### config.mk
export PLATFORM = sky130hd
export DESIGN_NAME = mhp_host_port
export DESIGN_NICKNAME = d
export VERILOG_FILES = /design/src/design/mhp_pkg.sv /design/src/design/mhp_byte_buf.sv /design/src/design/mhp_host_port.sv
export VERILOG_INCLUDE_DIRS = /design/src /design/src/design
export SDC_FILE = /design/constraint.sdc
export NUM_CORES = 1
export LEC_CHECK = 0
export BUFFER_PORTS_ARGS = -buffer_cell sky130_fd_sc_hd__buf_2
export CAP_MARGIN = 10
export CORE_MARGIN = 2
export CORE_UTILIZATION = 50
export CTS_BUF_LIST = sky130_fd_sc_hd__clkbuf_4 sky130_fd_sc_hd__clkbuf_8
export DETAILED_ROUTE_END_ITERATION = 8
export PLACE_DENSITY = 0.7
export SETUP_SLACK_MARGIN = 0.1
export SYNTH_ARGS = -nofsm -noshare
export SYNTH_HDL_FRONTEND = slang
export SYNTH_HIERARCHICAL = 1
export SYNTH_SLANG_ARGS = --single-unit
### constraint.sdc
create_clock -name ref_clk -period 9.12 [get_ports ref_clk]
set_input_delay 0.456 -clock ref_clk [delete_from_list [all_inputs] [get_ports ref_clk]]
set_output_delay 0.456 -clock ref_clk [all_outputs]
set_load 0.05 [all_outputs]
### src/design/mhp_regs.svh
// Purpose: register offsets, field positions, command bytes and reset values of the host port
// Assumes: byte-wide odd-address register window of sixteen bytes
// Notes:   definitions only
`ifndef MHP_REGS_SVH
`define MHP_REGS_SVH

// register offsets inside the sixteen-byte window
`define MHP_OFF_DATA     4'h1
`define MHP_OFF_DONE     4'h3
`define MHP_OFF_ENABLE   4'h5
`define MHP_OFF_STATUS   4'h7
`define MHP_OFF_VECTOR   4'h9
`define MHP_OFF_UNUSED0  4'hb

// interrupt enable bit positions
`define MHP_EN_MASTER    7
`define MHP_EN_TX        6
`define MHP_EN_RX        5
`define MHP_EN_DONE      4
`define MHP_ENABLE_MASK  8'hf0

// number of axes with a completion flag
`define MHP_AXES         4

// command bytes seen on the data port
`define MHP_CMD_CLR_ERR  8'h18
`define MHP_CMD_CLR_ALL  8'h19
`define MHP_CMD_IC_FIRST 8'h49
`define MHP_CMD_IC_LAST  8'h43

// reset values
`define MHP_RST_ENABLE   8'h00
`define MHP_RST_VECTOR   8'h0f
`define MHP_RST_BYTE     8'h00
`define MHP_RST_DONE     4'h0
`define MHP_READ_ZERO    8'h00

`endif

### src/design/mhp_pkg.sv
// Purpose: shared types of the motion host port
// Assumes: nothing beyond the register header
// Notes:   status struct order is the status register bit order, msb first
package mhp_pkg;

   typedef enum logic [1:0] {
      BUS_IDLE,
      BUS_ACK,
      BUS_PASS
   } mhp_bus_state_t;

   // backplane inputs after the two-flop synchroniser
   typedef struct packed {
      logic [15:1] addr;
      logic [7:0]  data;
      logic [11:0] base;
      logic [2:0]  level;
      logic        asN;
      logic        ds0N;
      logic        ds1N;
      logic        writeN;
      logic        lwordN;
      logic        iackInN;
   } mhp_pins_t;

   typedef struct packed {
      logic irqReq;
      logic txSpace;
      logic rxAvail;
      logic complete;
      logic travel;
      logic encoder;
      logic init;
      logic cmdErr;
   } mhp_status_t;

endpackage

### src/design/mhp_byte_buf.sv
// Purpose: two-deep byte buffer, one per direction of the data port
// Assumes: push and pop come from logic on the same clock
// Notes:   a push into a full buffer is dropped unless the head leaves in the same cycle; head and flags are registered
`timescale 1ns/1ps
`default_nettype none
`include "mhp_regs.svh"
module mhp_byte_buf (
   // clock and reset
   input  wire logic       clk,
   input  wire logic       rst,
   // filling side
   input  wire logic       pushValid,
   input  wire logic [7:0] pushData,
   output logic            spaceFlag,
   // draining side
   input  wire logic       popReady,
   output logic [7:0]      headData,
   output logic            headValid
);
   logic [7:0] tail_ff;
   logic       tailValid_ff;
   logic       doPop;
   logic       doPush;
   logic [7:0] nxt_head;
   logic [7:0] nxt_tail;
   logic       nxt_headValid;
   logic       nxt_tailValid;

   assign doPop  = popReady && headValid;
   // a full buffer still takes a byte when the head leaves in the same cycle
   assign doPush = pushValid && (!tailValid_ff || doPop);

   always_comb begin
      nxt_head      = headData;
      nxt_tail      = tail_ff;
      nxt_headValid = headValid;
      nxt_tailValid = tailValid_ff;
      if (doPop) begin
         nxt_head      = tail_ff;
         nxt_headValid = tailValid_ff;
         nxt_tailValid = 1'b0;
      end
      if (doPush) begin
         if (!nxt_headValid) begin
            nxt_head      = pushData;
            nxt_headValid = 1'b1;
         end else begin
            nxt_tail      = pushData;
            nxt_tailValid = 1'b1;
         end
      end
   end

   always_ff @(posedge clk or posedge rst) begin
      if (rst) begin
         headData     <= `MHP_RST_BYTE;
         tail_ff      <= `MHP_RST_BYTE;
         headValid    <= 1'b0;
         tailValid_ff <= 1'b0;
         spaceFlag    <= 1'b1;
      end else begin
         headData     <= nxt_head;
         tail_ff      <= nxt_tail;
         headValid    <= nxt_headValid;
         tailValid_ff <= nxt_tailValid;
         spaceFlag    <= !nxt_tailValid;
      end
   end
endmodule
`default_nettype wire

### src/design/mhp_host_port.sv
// Purpose: backplane host port of a four-axis motion controller
// Assumes: ref_clk 250 MHz; backplane pins asynchronous; firmware side on ref_clk
// Notes:   open-drain lines are out/oe pairs, oe high while driving low
// Function
// - decode sixteen addresses, answer only odd ones, ignore even accesses
// - data 1, done flags 3, enables 5, status 7, vector 9; 11-15 unused
// - data port buffered two deep each direction
// - completion flags bits 0-3 order X Y Z T, bits 4-7 zero
// - completion flags read-only, set by firmware, cleared by host read
// - four enables written any time: master 7, tx 6, rx 5, done 4
// - enable register reads back, bits 3-0 read zero
// - status flags update regardless of enables, polling works
// - status bit 7 is OR of bits 4, 5 and 6
// - bit 6 set while tx buffer has room, cleared by write when full
// - bit 5 set while rx byte waits, cleared by read unless another waits
// - bit 4 set on completion or error, cleared by status read
// - bit 3 set when an overtravel switch trips
// - bit 2 set when encoder option requests service
// - bit 1 high only while board initialises, then low
// - command error flag on bad command or unmatched loop commands
// - byte 0x18 clears error bits, completion flags untouched
// - interrupt-clear command or Control-Y clears completion flags and errors
// - vector register read/write, returned on winning interrupt acknowledge
// - interrupt on one jumper level 1 to 7 from the status sources
// - only single byte transfers at odd addresses
`timescale 1ns/1ps
`default_nettype none
`include "mhp_regs.svh"
module mhp_host_port (
   // clock and reset
   input  wire logic        ref_clk,
   input  wire logic        rst,
   // backplane address and strobes
   input  wire logic [15:1] vmeAddr,
   input  wire logic        vmeAsN,
   input  wire logic        vmeDs0N,
   input  wire logic        vmeDs1N,
   input  wire logic        vmeWriteN,
   input  wire logic        vmeLwordN,
   input  wire logic        vmeIackInN,
   // backplane data byte
   input  wire logic [7:0]  vmeDataIn,
   output logic [7:0]       vmeDataOut,
   output logic             vmeDataOe,
   // backplane acknowledge, daisy chain and interrupt lines
   output logic             vmeDtackOut,
   output logic             vmeDtackOe,
   output logic             vmeIackOutN,
   output logic [6:0]       vmeIrqOut,
   output logic [6:0]       vmeIrqOe,
   // jumpers
   input  wire logic [11:0] boardBase,
   input  wire logic [2:0]  irqLevel,
   // firmware command stream
   output logic [7:0]       cmdData,
   output logic             cmdValid,
   input  wire logic        cmdTake,
   // firmware response stream
   input  wire logic [7:0]  respData,
   input  wire logic        respValid,
   output logic             respReady,
   // firmware events
   input  wire logic [3:0]  axisDoneSet,
   input  wire logic        completionSet,
   input  wire logic        cmdErrorSet,
   input  wire logic        travelLimitSet,
   input  wire logic        encoderServiceSet,
   input  wire logic        initBusy
);
   localparam int PW = $bits(mhp_pkg::mhp_pins_t);

   logic [PW-1:0]                pinMeta_ff;
   logic [PW-1:0]                pinSync_ff;
   mhp_pkg::mhp_pins_t           pins;
   mhp_pkg::mhp_bus_state_t      st_ff;
   mhp_pkg::mhp_status_t         status;
   logic [3:0]                   regOff;
   logic                         hit;
   logic                         oddCycle;
   logic                         regAccess;
   logic                         hostRead;
   logic                         hostWrite;
   logic                         iackCycle;
   logic                         iackOurs;
   logic                         iackOther;
   logic                         rdData;
   logic                         rdDone;
   logic                         rdStatus;
   logic                         wrData;
   logic                         wrEnable;
   logic                         wrVector;
   logic                         ctrlX;
   logic                         ctrlY;
   logic                         icCmd;
   logic                         txPush;
   logic                         txSpace;
   logic                         rxAvail;
   logic [7:0]                   rxHead;
   logic                         errClr;
   logic                         anyError;
   logic [7:0]                   rdMux;
   logic [6:0]                   nxt_irqOe;
   logic [7:0]                   lastByte_ff;
   logic [`MHP_AXES-1:0]         doneFlags_ff;
   logic                         travel_ff;
   logic                         encoder_ff;
   logic                         cmdErr_ff;
   logic                         complete_ff;
   logic                         init_ff;
   logic [7:0]                   enable_ff;
   logic [7:0]                   vector_ff;
   logic                         irqReq_ff;

   // every backplane and jumper input crosses through two flops
   always_ff @(posedge ref_clk or posedge rst) begin
      if (rst) begin
         pinMeta_ff <= '1;
         pinSync_ff <= '1;
      end else begin
         pinMeta_ff <= {vmeAddr, vmeDataIn, boardBase, irqLevel, vmeAsN, vmeDs0N,
                        vmeDs1N, vmeWriteN, vmeLwordN, vmeIackInN};
         pinSync_ff <= pinMeta_ff;
      end
   end
   assign pins = mhp_pkg::mhp_pins_t'(pinSync_ff);

   // decode: odd byte lane only, long-word and even-lane cycles get no answer
   assign oddCycle  = !pins.asN && !pins.ds0N && pins.ds1N && pins.lwordN;
   assign hit       = pins.addr[15:4] == pins.base;
   assign regOff    = {pins.addr[3:1], 1'b1};
   assign regAccess = (st_ff == mhp_pkg::BUS_IDLE) && oddCycle && pins.iackInN && hit;
   assign hostRead  = regAccess && pins.writeN;
   assign hostWrite = regAccess && !pins.writeN;
   assign iackCycle = (st_ff == mhp_pkg::BUS_IDLE) && !pins.asN && !pins.ds0N && !pins.iackInN;
   assign iackOurs  = iackCycle && irqReq_ff && (pins.addr[3:1] == pins.level);
   assign iackOther = iackCycle && !iackOurs;

   // per-register strobes, each once per bus cycle
   assign rdData   = hostRead && (regOff == `MHP_OFF_DATA);
   assign rdDone   = hostRead && (regOff == `MHP_OFF_DONE);
   assign rdStatus = hostRead && (regOff == `MHP_OFF_STATUS);
   assign wrData   = hostWrite && (regOff == `MHP_OFF_DATA);
   assign wrEnable = hostWrite && (regOff == `MHP_OFF_ENABLE);
   assign wrVector = hostWrite && (regOff == `MHP_OFF_VECTOR);

   // control bytes act at once; the two-letter clear also goes on to firmware
   assign ctrlX  = wrData && (pins.data == `MHP_CMD_CLR_ERR);
   assign ctrlY  = wrData && (pins.data == `MHP_CMD_CLR_ALL);
   assign icCmd  = wrData && (lastByte_ff == `MHP_CMD_IC_FIRST)
                   && (pins.data == `MHP_CMD_IC_LAST);
   assign txPush = wrData && !ctrlX && !ctrlY;
   assign errClr = ctrlX || ctrlY || icCmd;
   assign anyError = cmdErrorSet || travelLimitSet || encoderServiceSet;

   always_ff @(posedge ref_clk or posedge rst) begin
      if (rst) begin
         lastByte_ff <= `MHP_RST_BYTE;
      end else if (wrData) begin
         lastByte_ff <= pins.data;
      end
   end

   mhp_byte_buf uTxBuf (
      .clk       (ref_clk),
      .rst       (rst),
      .pushValid (txPush),
      .pushData  (pins.data),
      .spaceFlag (txSpace),
      .popReady  (cmdTake),
      .headData  (cmdData),
      .headValid (cmdValid)
   );

   mhp_byte_buf uRxBuf (
      .clk       (ref_clk),
      .rst       (rst),
      .pushValid (respValid),
      .pushData  (respData),
      .spaceFlag (respReady),
      .popReady  (rdData),
      .headData  (rxHead),
      .headValid (rxAvail)
   );

   // completion flags: firmware sets, a set in the clearing cycle survives
   always_ff @(posedge ref_clk or posedge rst) begin
      if (rst) begin
         doneFlags_ff <= `MHP_RST_DONE;
      end else begin
         doneFlags_ff <= (doneFlags_ff & ~{`MHP_AXES{rdDone || ctrlY || icCmd}})
                         | axisDoneSet;
      end
   end

   // error bits
   always_ff @(posedge ref_clk or posedge rst) begin
      if (rst) begin
         travel_ff  <= 1'b0;
         encoder_ff <= 1'b0;
         cmdErr_ff  <= 1'b0;
      end else begin
         travel_ff  <= (travel_ff && !errClr) || travelLimitSet;
         encoder_ff <= (encoder_ff && !errClr) || encoderServiceSet;
         cmdErr_ff  <= (cmdErr_ff && !errClr) || cmdErrorSet;
      end
   end

   // done-or-error flag, cleared by reading status
   always_ff @(posedge ref_clk or posedge rst) begin
      if (rst) begin
         complete_ff <= 1'b0;
      end else begin
         complete_ff <= (complete_ff && !rdStatus) || completionSet || anyError;
      end
   end

   // busy flag stays high through reset until the firmware reports ready
   always_ff @(posedge ref_clk or posedge rst) begin
      if (rst) begin
         init_ff <= 1'b1;
      end else begin
         init_ff <= initBusy;
      end
   end

   always_ff @(posedge ref_clk or posedge rst) begin
      if (rst) begin
         enable_ff <= `MHP_RST_ENABLE;
      end else if (wrEnable) begin
         enable_ff <= pins.data & `MHP_ENABLE_MASK;
      end
   end

   always_ff @(posedge ref_clk or posedge rst) begin
      if (rst) begin
         vector_ff <= `MHP_RST_VECTOR;
      end else if (wrVector) begin
         vector_ff <= pins.data;
      end
   end

   // status view is built from raw flags, never gated by the enables
   always_comb begin
      status.txSpace  = txSpace;
      status.rxAvail  = rxAvail;
      status.complete = complete_ff;
      status.travel   = travel_ff;
      status.encoder  = encoder_ff;
      status.init     = init_ff;
      status.cmdErr   = cmdErr_ff;
      status.irqReq   = txSpace || rxAvail || complete_ff;
   end

   // interrupt request and the one jumper-chosen line it drives
   always_ff @(posedge ref_clk or posedge rst) begin
      if (rst) begin
         irqReq_ff <= 1'b0;
      end else begin
         irqReq_ff <= enable_ff[`MHP_EN_MASTER]
                      && ((enable_ff[`MHP_EN_TX] && txSpace)
                       || (enable_ff[`MHP_EN_RX] && rxAvail)
                       || (enable_ff[`MHP_EN_DONE] && complete_ff));
      end
   end

   always_comb begin
      for (int i = 0; i < 7; i++) begin
         nxt_irqOe[i] = irqReq_ff && (pins.level == 3'(i + 1));
      end
   end

   always_ff @(posedge ref_clk or posedge rst) begin
      if (rst) begin
         vmeIrqOe <= '0;
      end else begin
         vmeIrqOe <= nxt_irqOe;
      end
   end

   // open-drain lines only ever pull low
   always_ff @(posedge ref_clk or posedge rst) begin
      if (rst) begin
         vmeDtackOut <= 1'b0;
         vmeIrqOut   <= '0;
      end else begin
         vmeDtackOut <= 1'b0;
         vmeIrqOut   <= '0;
      end
   end

   always_comb begin
      case (regOff)
         `MHP_OFF_DATA:   rdMux = rxHead;
         `MHP_OFF_DONE:   rdMux = {4'h0, doneFlags_ff};
         `MHP_OFF_ENABLE: rdMux = enable_ff;
         `MHP_OFF_STATUS: rdMux = status;
         `MHP_OFF_VECTOR: rdMux = vector_ff;
         default:         rdMux = `MHP_READ_ZERO;
      endcase
   end

   // bus cycle: answer once, hold data and acknowledge until the strobe leaves
   always_ff @(posedge ref_clk or posedge rst) begin
      if (rst) begin
         st_ff       <= mhp_pkg::BUS_IDLE;
         vmeDataOut  <= `MHP_READ_ZERO;
         vmeDataOe   <= 1'b0;
         vmeDtackOe  <= 1'b0;
         vmeIackOutN <= 1'b1;
      end else begin
         case (st_ff)
            mhp_pkg::BUS_IDLE: begin
               if (regAccess) begin
                  st_ff      <= mhp_pkg::BUS_ACK;
                  vmeDataOut <= rdMux;
                  vmeDataOe  <= pins.writeN;
                  vmeDtackOe <= 1'b1;
               end else if (iackOurs) begin
                  st_ff      <= mhp_pkg::BUS_ACK;
                  vmeDataOut <= vector_ff;
                  vmeDataOe  <= 1'b1;
                  vmeDtackOe <= 1'b1;
               end else if (iackOther) begin
                  st_ff       <= mhp_pkg::BUS_PASS;
                  vmeIackOutN <= 1'b0;
               end
            end
            mhp_pkg::BUS_ACK: begin
               if (pins.ds0N || pins.asN) begin
                  st_ff      <= mhp_pkg::BUS_IDLE;
                  vmeDataOe  <= 1'b0;
                  vmeDtackOe <= 1'b0;
               end
            end
            mhp_pkg::BUS_PASS: begin
               if (pins.asN) begin
                  st_ff       <= mhp_pkg::BUS_IDLE;
                  vmeIackOutN <= 1'b1;
               end
            end
            default: begin
               st_ff <= mhp_pkg::BUS_IDLE;
            end
         endcase
      end
   end
endmodule
`default_nettype wire

==> flow_summary.yaml, run 1 <==
run_status:
  outcome: "completed"
floorplanning:
  row_count: 41
  design.die.area_mm2: 0.0141
  die_h_um: 119
  core_mm2: 0.0127
  fp.dieW_um: 119
  initial_core_util_pct: 51.7
  ios: 101
finish:
  drive_gt1_share_pct: 54.4
  n_antenna_cell: 0
  area_delta_synth_final_pct: 15.6
  nNetsFinal: 601
  layout.cells.most_common_list: "dfstp_2, buf_2, dfrtp_1"
  design_area_mm2: 0.00761
  final_common_cell: "dfstp_2"
  final_cells: 720
synthesis:
  post_synth_num_cell_types: 51
  ys_seq_elements: 176
  syn_avg_cell_area_um2: 15.2
  synth_warnings: 6
  yosys-top-cells-area: "dfstp_2, dfrtp_1, mux2_2"
  async_reset_ff_share_pct: 100
  ys.flop_type: "dfstp_2"
  synth_top_cell_area_share_pct: 38.3
  syn_area_mm2: 0.00658
  yosysSeqAreaShare_pct: 68.7
  yosysTopAreaCell: "dfstp_2"
  synth_edf_count: 0
  syn_inst: 432
route:
  drcViolationCount: 0
  detail_route.wl_per_cell_um: 16.5
  vias_per_cell: 5.13
  dr.pass1.iters: 4
  ant_nets: 0
  num_vias: 3697
  drt_wl_total_mm: 11.9
  drt-initial-drc-count: 150
sta:
  skew_ps: 11.1
  fin_tns_setup_ps: 0
  hold_violations: 0
  setup_viol: 0
  finalCritPeriodShare_pct: 36.0
  min_period_ps: 3280
  grt_setup_unrepaired: "false"
  fmax_mhz: 305
  worst_pin_slew_ps: 1030
  finalMaxSlewViolations: 0
  fin_ws_ps: 5840
  maxSlewHeadroom_pct: 31.6
setup_path:
  crit_fanout: 8
  cp-end-kind: "flip-flop"
  crit_path_cell_trace: "or4_4, nor2_1, nand4_1, nor4_1, nor2b_1, nor4_4, mux2_2"
  crit_type: "flip-flop to flip-flop"
  path_buf_inv: 0
  crit_family: "simple AND/OR/NAND/NOR gates"
  critPathSlowestCell: "nor4_1"
  cp.depth: 7
  required_ps: 9450
  reg2regPathDepth: 7
  arrival_ps: 3610
  cp_slowest_stage_delay_ps: 770
  cp-start-kind: "flip-flop"
cts:
  cts_buffer_depth: 2
  ctsResizeCount: 0
  clkSinkCount: 176
  holdBufCountCts: 0
  cts_root_buffer: "clkbuf_8"
  cts_tree: "done"
  htreeDepth: 4
  clk_latency_ps: 450
  post_cts_buffers: 0
  cts_buffers: 17
  clk_pin_slew_worst_paths_ps: 80
placed_design:
  gp_congestion: 0.822
  place_area_mm2: 0.00720
  dp.cells: 689
  io_buffers: 92
  place_ws_ps: 5890
  hpwl_mm: 8.48
pwr:
  ir_worst_vdd_uv: 120
  power_density_mw_per_mm2: 192
  power.leakage_nw: 3.55
global_route:
  grt_pass1_vias: 3973
  grt_max_degree: 92
  grtUsageTotal_pct: 18.3
  antenna_found_initial: 0
  grt_pass1_wl_mm: 19.8
  gr-total-overflow: 0
job:
  drv.max_cap_violation_count: 0
min_path:
  hold_path.class: "input pin to async pin"
[final timing paths]
path                                                from                       endpoint  slack [ps]
worst max-delay path             pinSync_ff[5]$_DFF_PP1_  uRxBuf/tail_ff[5]$_DFFE_PP0P_        5840
worst min-delay path                                 rst      vmeDataOut[4]$_DFFE_PP0P_          70
worst max register to register   pinSync_ff[5]$_DFF_PP1_  uRxBuf/tail_ff[5]$_DFFE_PP0P_        5840
worst min register to register  pinMeta_ff[16]$_DFF_PP1_       pinSync_ff[16]$_DFF_PP1_         350
max in group asynchronous                            rst     lastByte_ff[6]$_DFFE_PP0P_        7600
min in group ref_clk                           vmeLwordN        pinMeta_ff[1]$_DFF_PP1_          90
[worst register-to-register path, delay by kind of cell, from the launching register on]
family,cells,cell delay (ps)
DFF,1,400
muxes,1,410
and+or+nand+nor,6,2350
[logic make-up (layout without fill, tap and decap cells)]
family	after synthesis	count (layout)	share of synthesized area [%]
DFF	176	176	68.7
muxes	79	79	13.3
and+or+nand+nor	76	76	7.30
AOI/OAI and AO/OA	58	58	6.42
buffers and inverters	27	136	2.19
xor gates and xnor gates	15	15	2.00
other	1	8	0.0570
[metal layers]
metal | GRT usage [%] | routed length (um) | up-vias
li1 | - | - | 1714
met4 | 8.85 | 183 | 0
met3 | 4.83 | 525 | 15
met5 | 0 | 0 | -
met1 | 22.7 | 5150 | 1869
met2 | 29.6 | 6010 | 99
[state kept, by name (all words and copies together) (netlist names), 2 cells and up]
signal	count
lastByte_ff	8
pinMeta_ff	44
uTxBuf/tail_ff	8
vector_ff	8
vmeIrqOe	7
uRxBuf/headData	8
enable_ff	4
doneFlags_ff	4
uRxBuf/tail_ff	8
uTxBuf/headData	8
st_ff	2
pinSync_ff	44
vmeDataOut	8
[metrics by stage]
step	util (%)	hold slack [ps]	power [mW]
5_1_grt	59.8	47.1	1.53
4_1_cts	59.8	57.0	1.48
6_report	59.8	66.4	1.46
2_1_floorplan	-	345	0.893
3_3_place_gp	56.6	346	0.918
3_5_place_dp	56.6	347	0.922
[cell type report]
cell class,instances,area [um^2]
repair buffers,93,468
clock buffers,20,269
inverters,12,47.5
clock inverters,11,148
well taps,172,215
fillers,1017,5110
flip-flops and latches,176,4520
multi-input cells,236,1940
[synthesized netlist by cell type, types with 5 or more instances]
library cell,count
dfstp_2,96
nand2b_1,5
nand2_1,11
xor2_1,5
inv_1,12
buf_4,9
o22ai_1,6
o21ai_0,6
a21o_1,13
mux2_2,68
nand4_1,5
dfrtp_1,80
a21oi_1,6
nor2b_1,8
nor2_1,17
mux2i_1,11
a22o_1,5
xnor2_1,10
[report_power, final]
group	leakage (nW)	internal [mW]	switching (mW)
clock network	0.219	0.290	0.265
logic	1.28	0.0247	0.0412
registers	2.05	0.822	0.0183
total	3.55	1.14	0.324
No activity file was read; power rests on OpenSTA's default activity.
==> run 2, diff against run 1 <==
Clock period 9.12 ns to 3.3 ns, I/O delays scaled along.
==> run 2 against run 1 <==
Net effect:
- final cell count increased by 9.3%
- critical path depth increased by 1
- total power increased to 2.9 times the previous value
- sequential power increased to 2.8 times the previous value
- setup slack got worse by 5400 ps
- register-to-register slack got worse by 5400 ps
- clock skew increased by 6.2 ps
- global-route usage increased by 1.2 points
- via count increased by 7.6%
- worst hold slack got worse by 50 ps
- clock-buffer cell count decreased by 2
- final area increased by 9.4%
- critical path type unchanged
- largest power group unchanged
- highest routed layer unchanged
==> flow_summary.yaml, run 2 (same netlist as run 1, synthesis figures left out) <==
placed_design:
  io_buffers: 92
  hpwl_mm: 8.49
  place_ws_ps: 422
  place_area_mm2: 0.00724
  gp_congestion: 0.795
min_path:
  hold_path.class: "input pin to flip-flop"
  hold_depth: 3
  whs_endpoint: "complete_ff$_DFF_PP0_"
  min_from: "completionSet"
route:
  drcViolationCount: 0
  drt_wl_total_mm: 12.7
  drt-initial-drc-count: 205
  vias_per_cell: 5.06
  detail_route.wl_per_cell_um: 16.1
  dr.pass1.iters: 5
  wl_met2_mm: 6.51
  wl_met1_mm: 5.48
  ant_nets: 0
  num_vias: 3979
  wl_met3_um: 551
  top_layer: "met4"
cts:
  clk_latency_ps: 470
  ctsResizeCount: 0
  htreeDepth: 4
  clkSinkCount: 176
  post_cts_buffers: 0
  holdBufCountCts: 62
  cts_buffer_depth: 2
  cts_root_buffer: "clkbuf_8"
  cts_buffers: 17
  cts_tree: "done"
  clk_pin_slew_worst_paths_ps: 100
run_status:
  outcome: "completed"
setup_path:
  r2r_start: "st_ff[1]$_DFFE_PP0P_"
  crit_fanout: 8
  cp-end-kind: "flip-flop"
  r2r_setup_slack_ps: 430
  crit_family: "simple AND/OR/NAND/NOR gates"
  arrival_ps: 3210
  required_ps: 3640
  reg2reg_to: "uRxBuf/tail_ff[5]$_DFFE_PP0P_"
  critPathSlowestCell: "nor4_4"
  crit_type: "flip-flop to flip-flop"
  reg2regPathDepth: 8
  crit_path_cell_trace: "or4_4, nor2_1, nand4_1, nor4_1, buf_4, nor2b_1, nor4_4, mux2_2"
  cp_slowest_stage_delay_ps: 520
  path_buf_inv: 1
  cp-startpoint: "st_ff[1]$_DFFE_PP0P_"
  cp-start-kind: "flip-flop"
finish:
  design_area_mm2: 0.00833
  drive_gt1_share_pct: 49.3
  layout.cells.most_common_list: "dfstp_2, buf_2, dfrtp_1"
  final_common_cell: "dfstp_2"
  nNetsFinal: 667
  reg.largest.list: "pinMeta_ff: 44 flops, pinSync_ff: 44 flops"
  area_delta_synth_final_pct: 26.5
  n_antenna_cell: 0
floorplanning:
  ios: 101
  row_count: 41
  design.die.area_mm2: 0.0141
  fp.dieW_um: 119
  initial_core_util_pct: 51.7
  die_h_um: 119
  core_mm2: 0.0127
global_route:
  antenna_found_initial: 0
  gr-total-overflow: 0
  grt_pass1_wl_mm: 21.0
  grtUsageTotal_pct: 19.4
  grt_max_degree: 129
  grt_pass1_vias: 4209
sta:
  setup_viol: 0
  skew_ps: 17.3
  hold_violations: 0
  fin_ws_ps: 431
  fmax_mhz: 349
  finalMaxSlewViolations: 0
  holdWs_ps: 16.8
  finalCritPeriodShare_pct: 86.9
  maxSlewHeadroom_pct: 47.4
  worst_pin_slew_ps: 787
  min_period_ps: 2870
  grt_setup_unrepaired: "false"
  fin_tns_setup_ps: 0
pwr:
  power_density_mw_per_mm2: 510
  power.leakage_nw: 3.84
  p_total_mw: 4.25
  ir_worst_vdd_uv: 315
job:
  drv.max_cap_violation_count: 0
## run 2: cell count changes in the layout (fill, tap and decap cells not counted), moves of 2 or more
cell,change
clkinvlp_4,+2
inv_6,+2
dlygate4sd3_1,+62
inv_4,-5
inv_8,+3
buf_4,+3
## run 2: metal layers
layer  vias up  global-route usage (%)
met5         -                       0
li1       1854                       -
met1      2004                    24.5
met4         0                    7.14
met2       101                    32.5
met3        20                    4.83
## run 2: metrics by stage
| step | cells | utilization (%) |
|---|---|---|
| CTS | 787 | 65.5 |
| detailed placement | 693 | 56.9 |
| finish | 787 | 65.5 |
| global route | 787 | 65.5 |
| global placement | 693 | 56.9 |
| floorplan | 439 | - |
## run 2: cell type report
class,count,area (um^2)
well taps,172,215
inverters,12,48.8
flip-flops and latches,176,4520
fillers,962,4400
repair buffers,159,1130
multi-input cells,236,1940
clock inverters,14,219
clock buffers,18,248
## run 2: where the power goes
group / total, mW / leakage (nW) / switching (mW) / internal, mW
clock network: 1.68 / 0.234 / 0.804 / 0.876
logic: 0.251 / 1.56 / 0.132 / 0.119
registers: 2.32 / 2.05 / 0.0457 / 2.27
total: 4.25 / 3.84 / 0.982 / 3.27
## run 2: worst max path at each step
stage	slack, ps	end	cells past startpoint
detailed placement	420	uRxBuf/tail_ff[1]$_DFFE_PP0P_	8
finish	430	uRxBuf/tail_ff[5]$_DFFE_PP0P_	8
global placement	450	uRxBuf/tail_ff[5]$_DFFE_PP0P_	8
global route	140	uTxBuf/tail_ff[0]$_DFFE_PP0P_	6
CTS	400	uRxBuf/tail_ff[1]$_DFFE_PP0P_	8
floorplan	500	uRxBuf/tail_ff[0]$_DFFE_PP0P_	7
## run 2: tightest hold or removal path, delay by kind of cell
kind	cells	cell delay [ps]
compound gates	1	90
buf+inv	1	70
simple gates	1	120
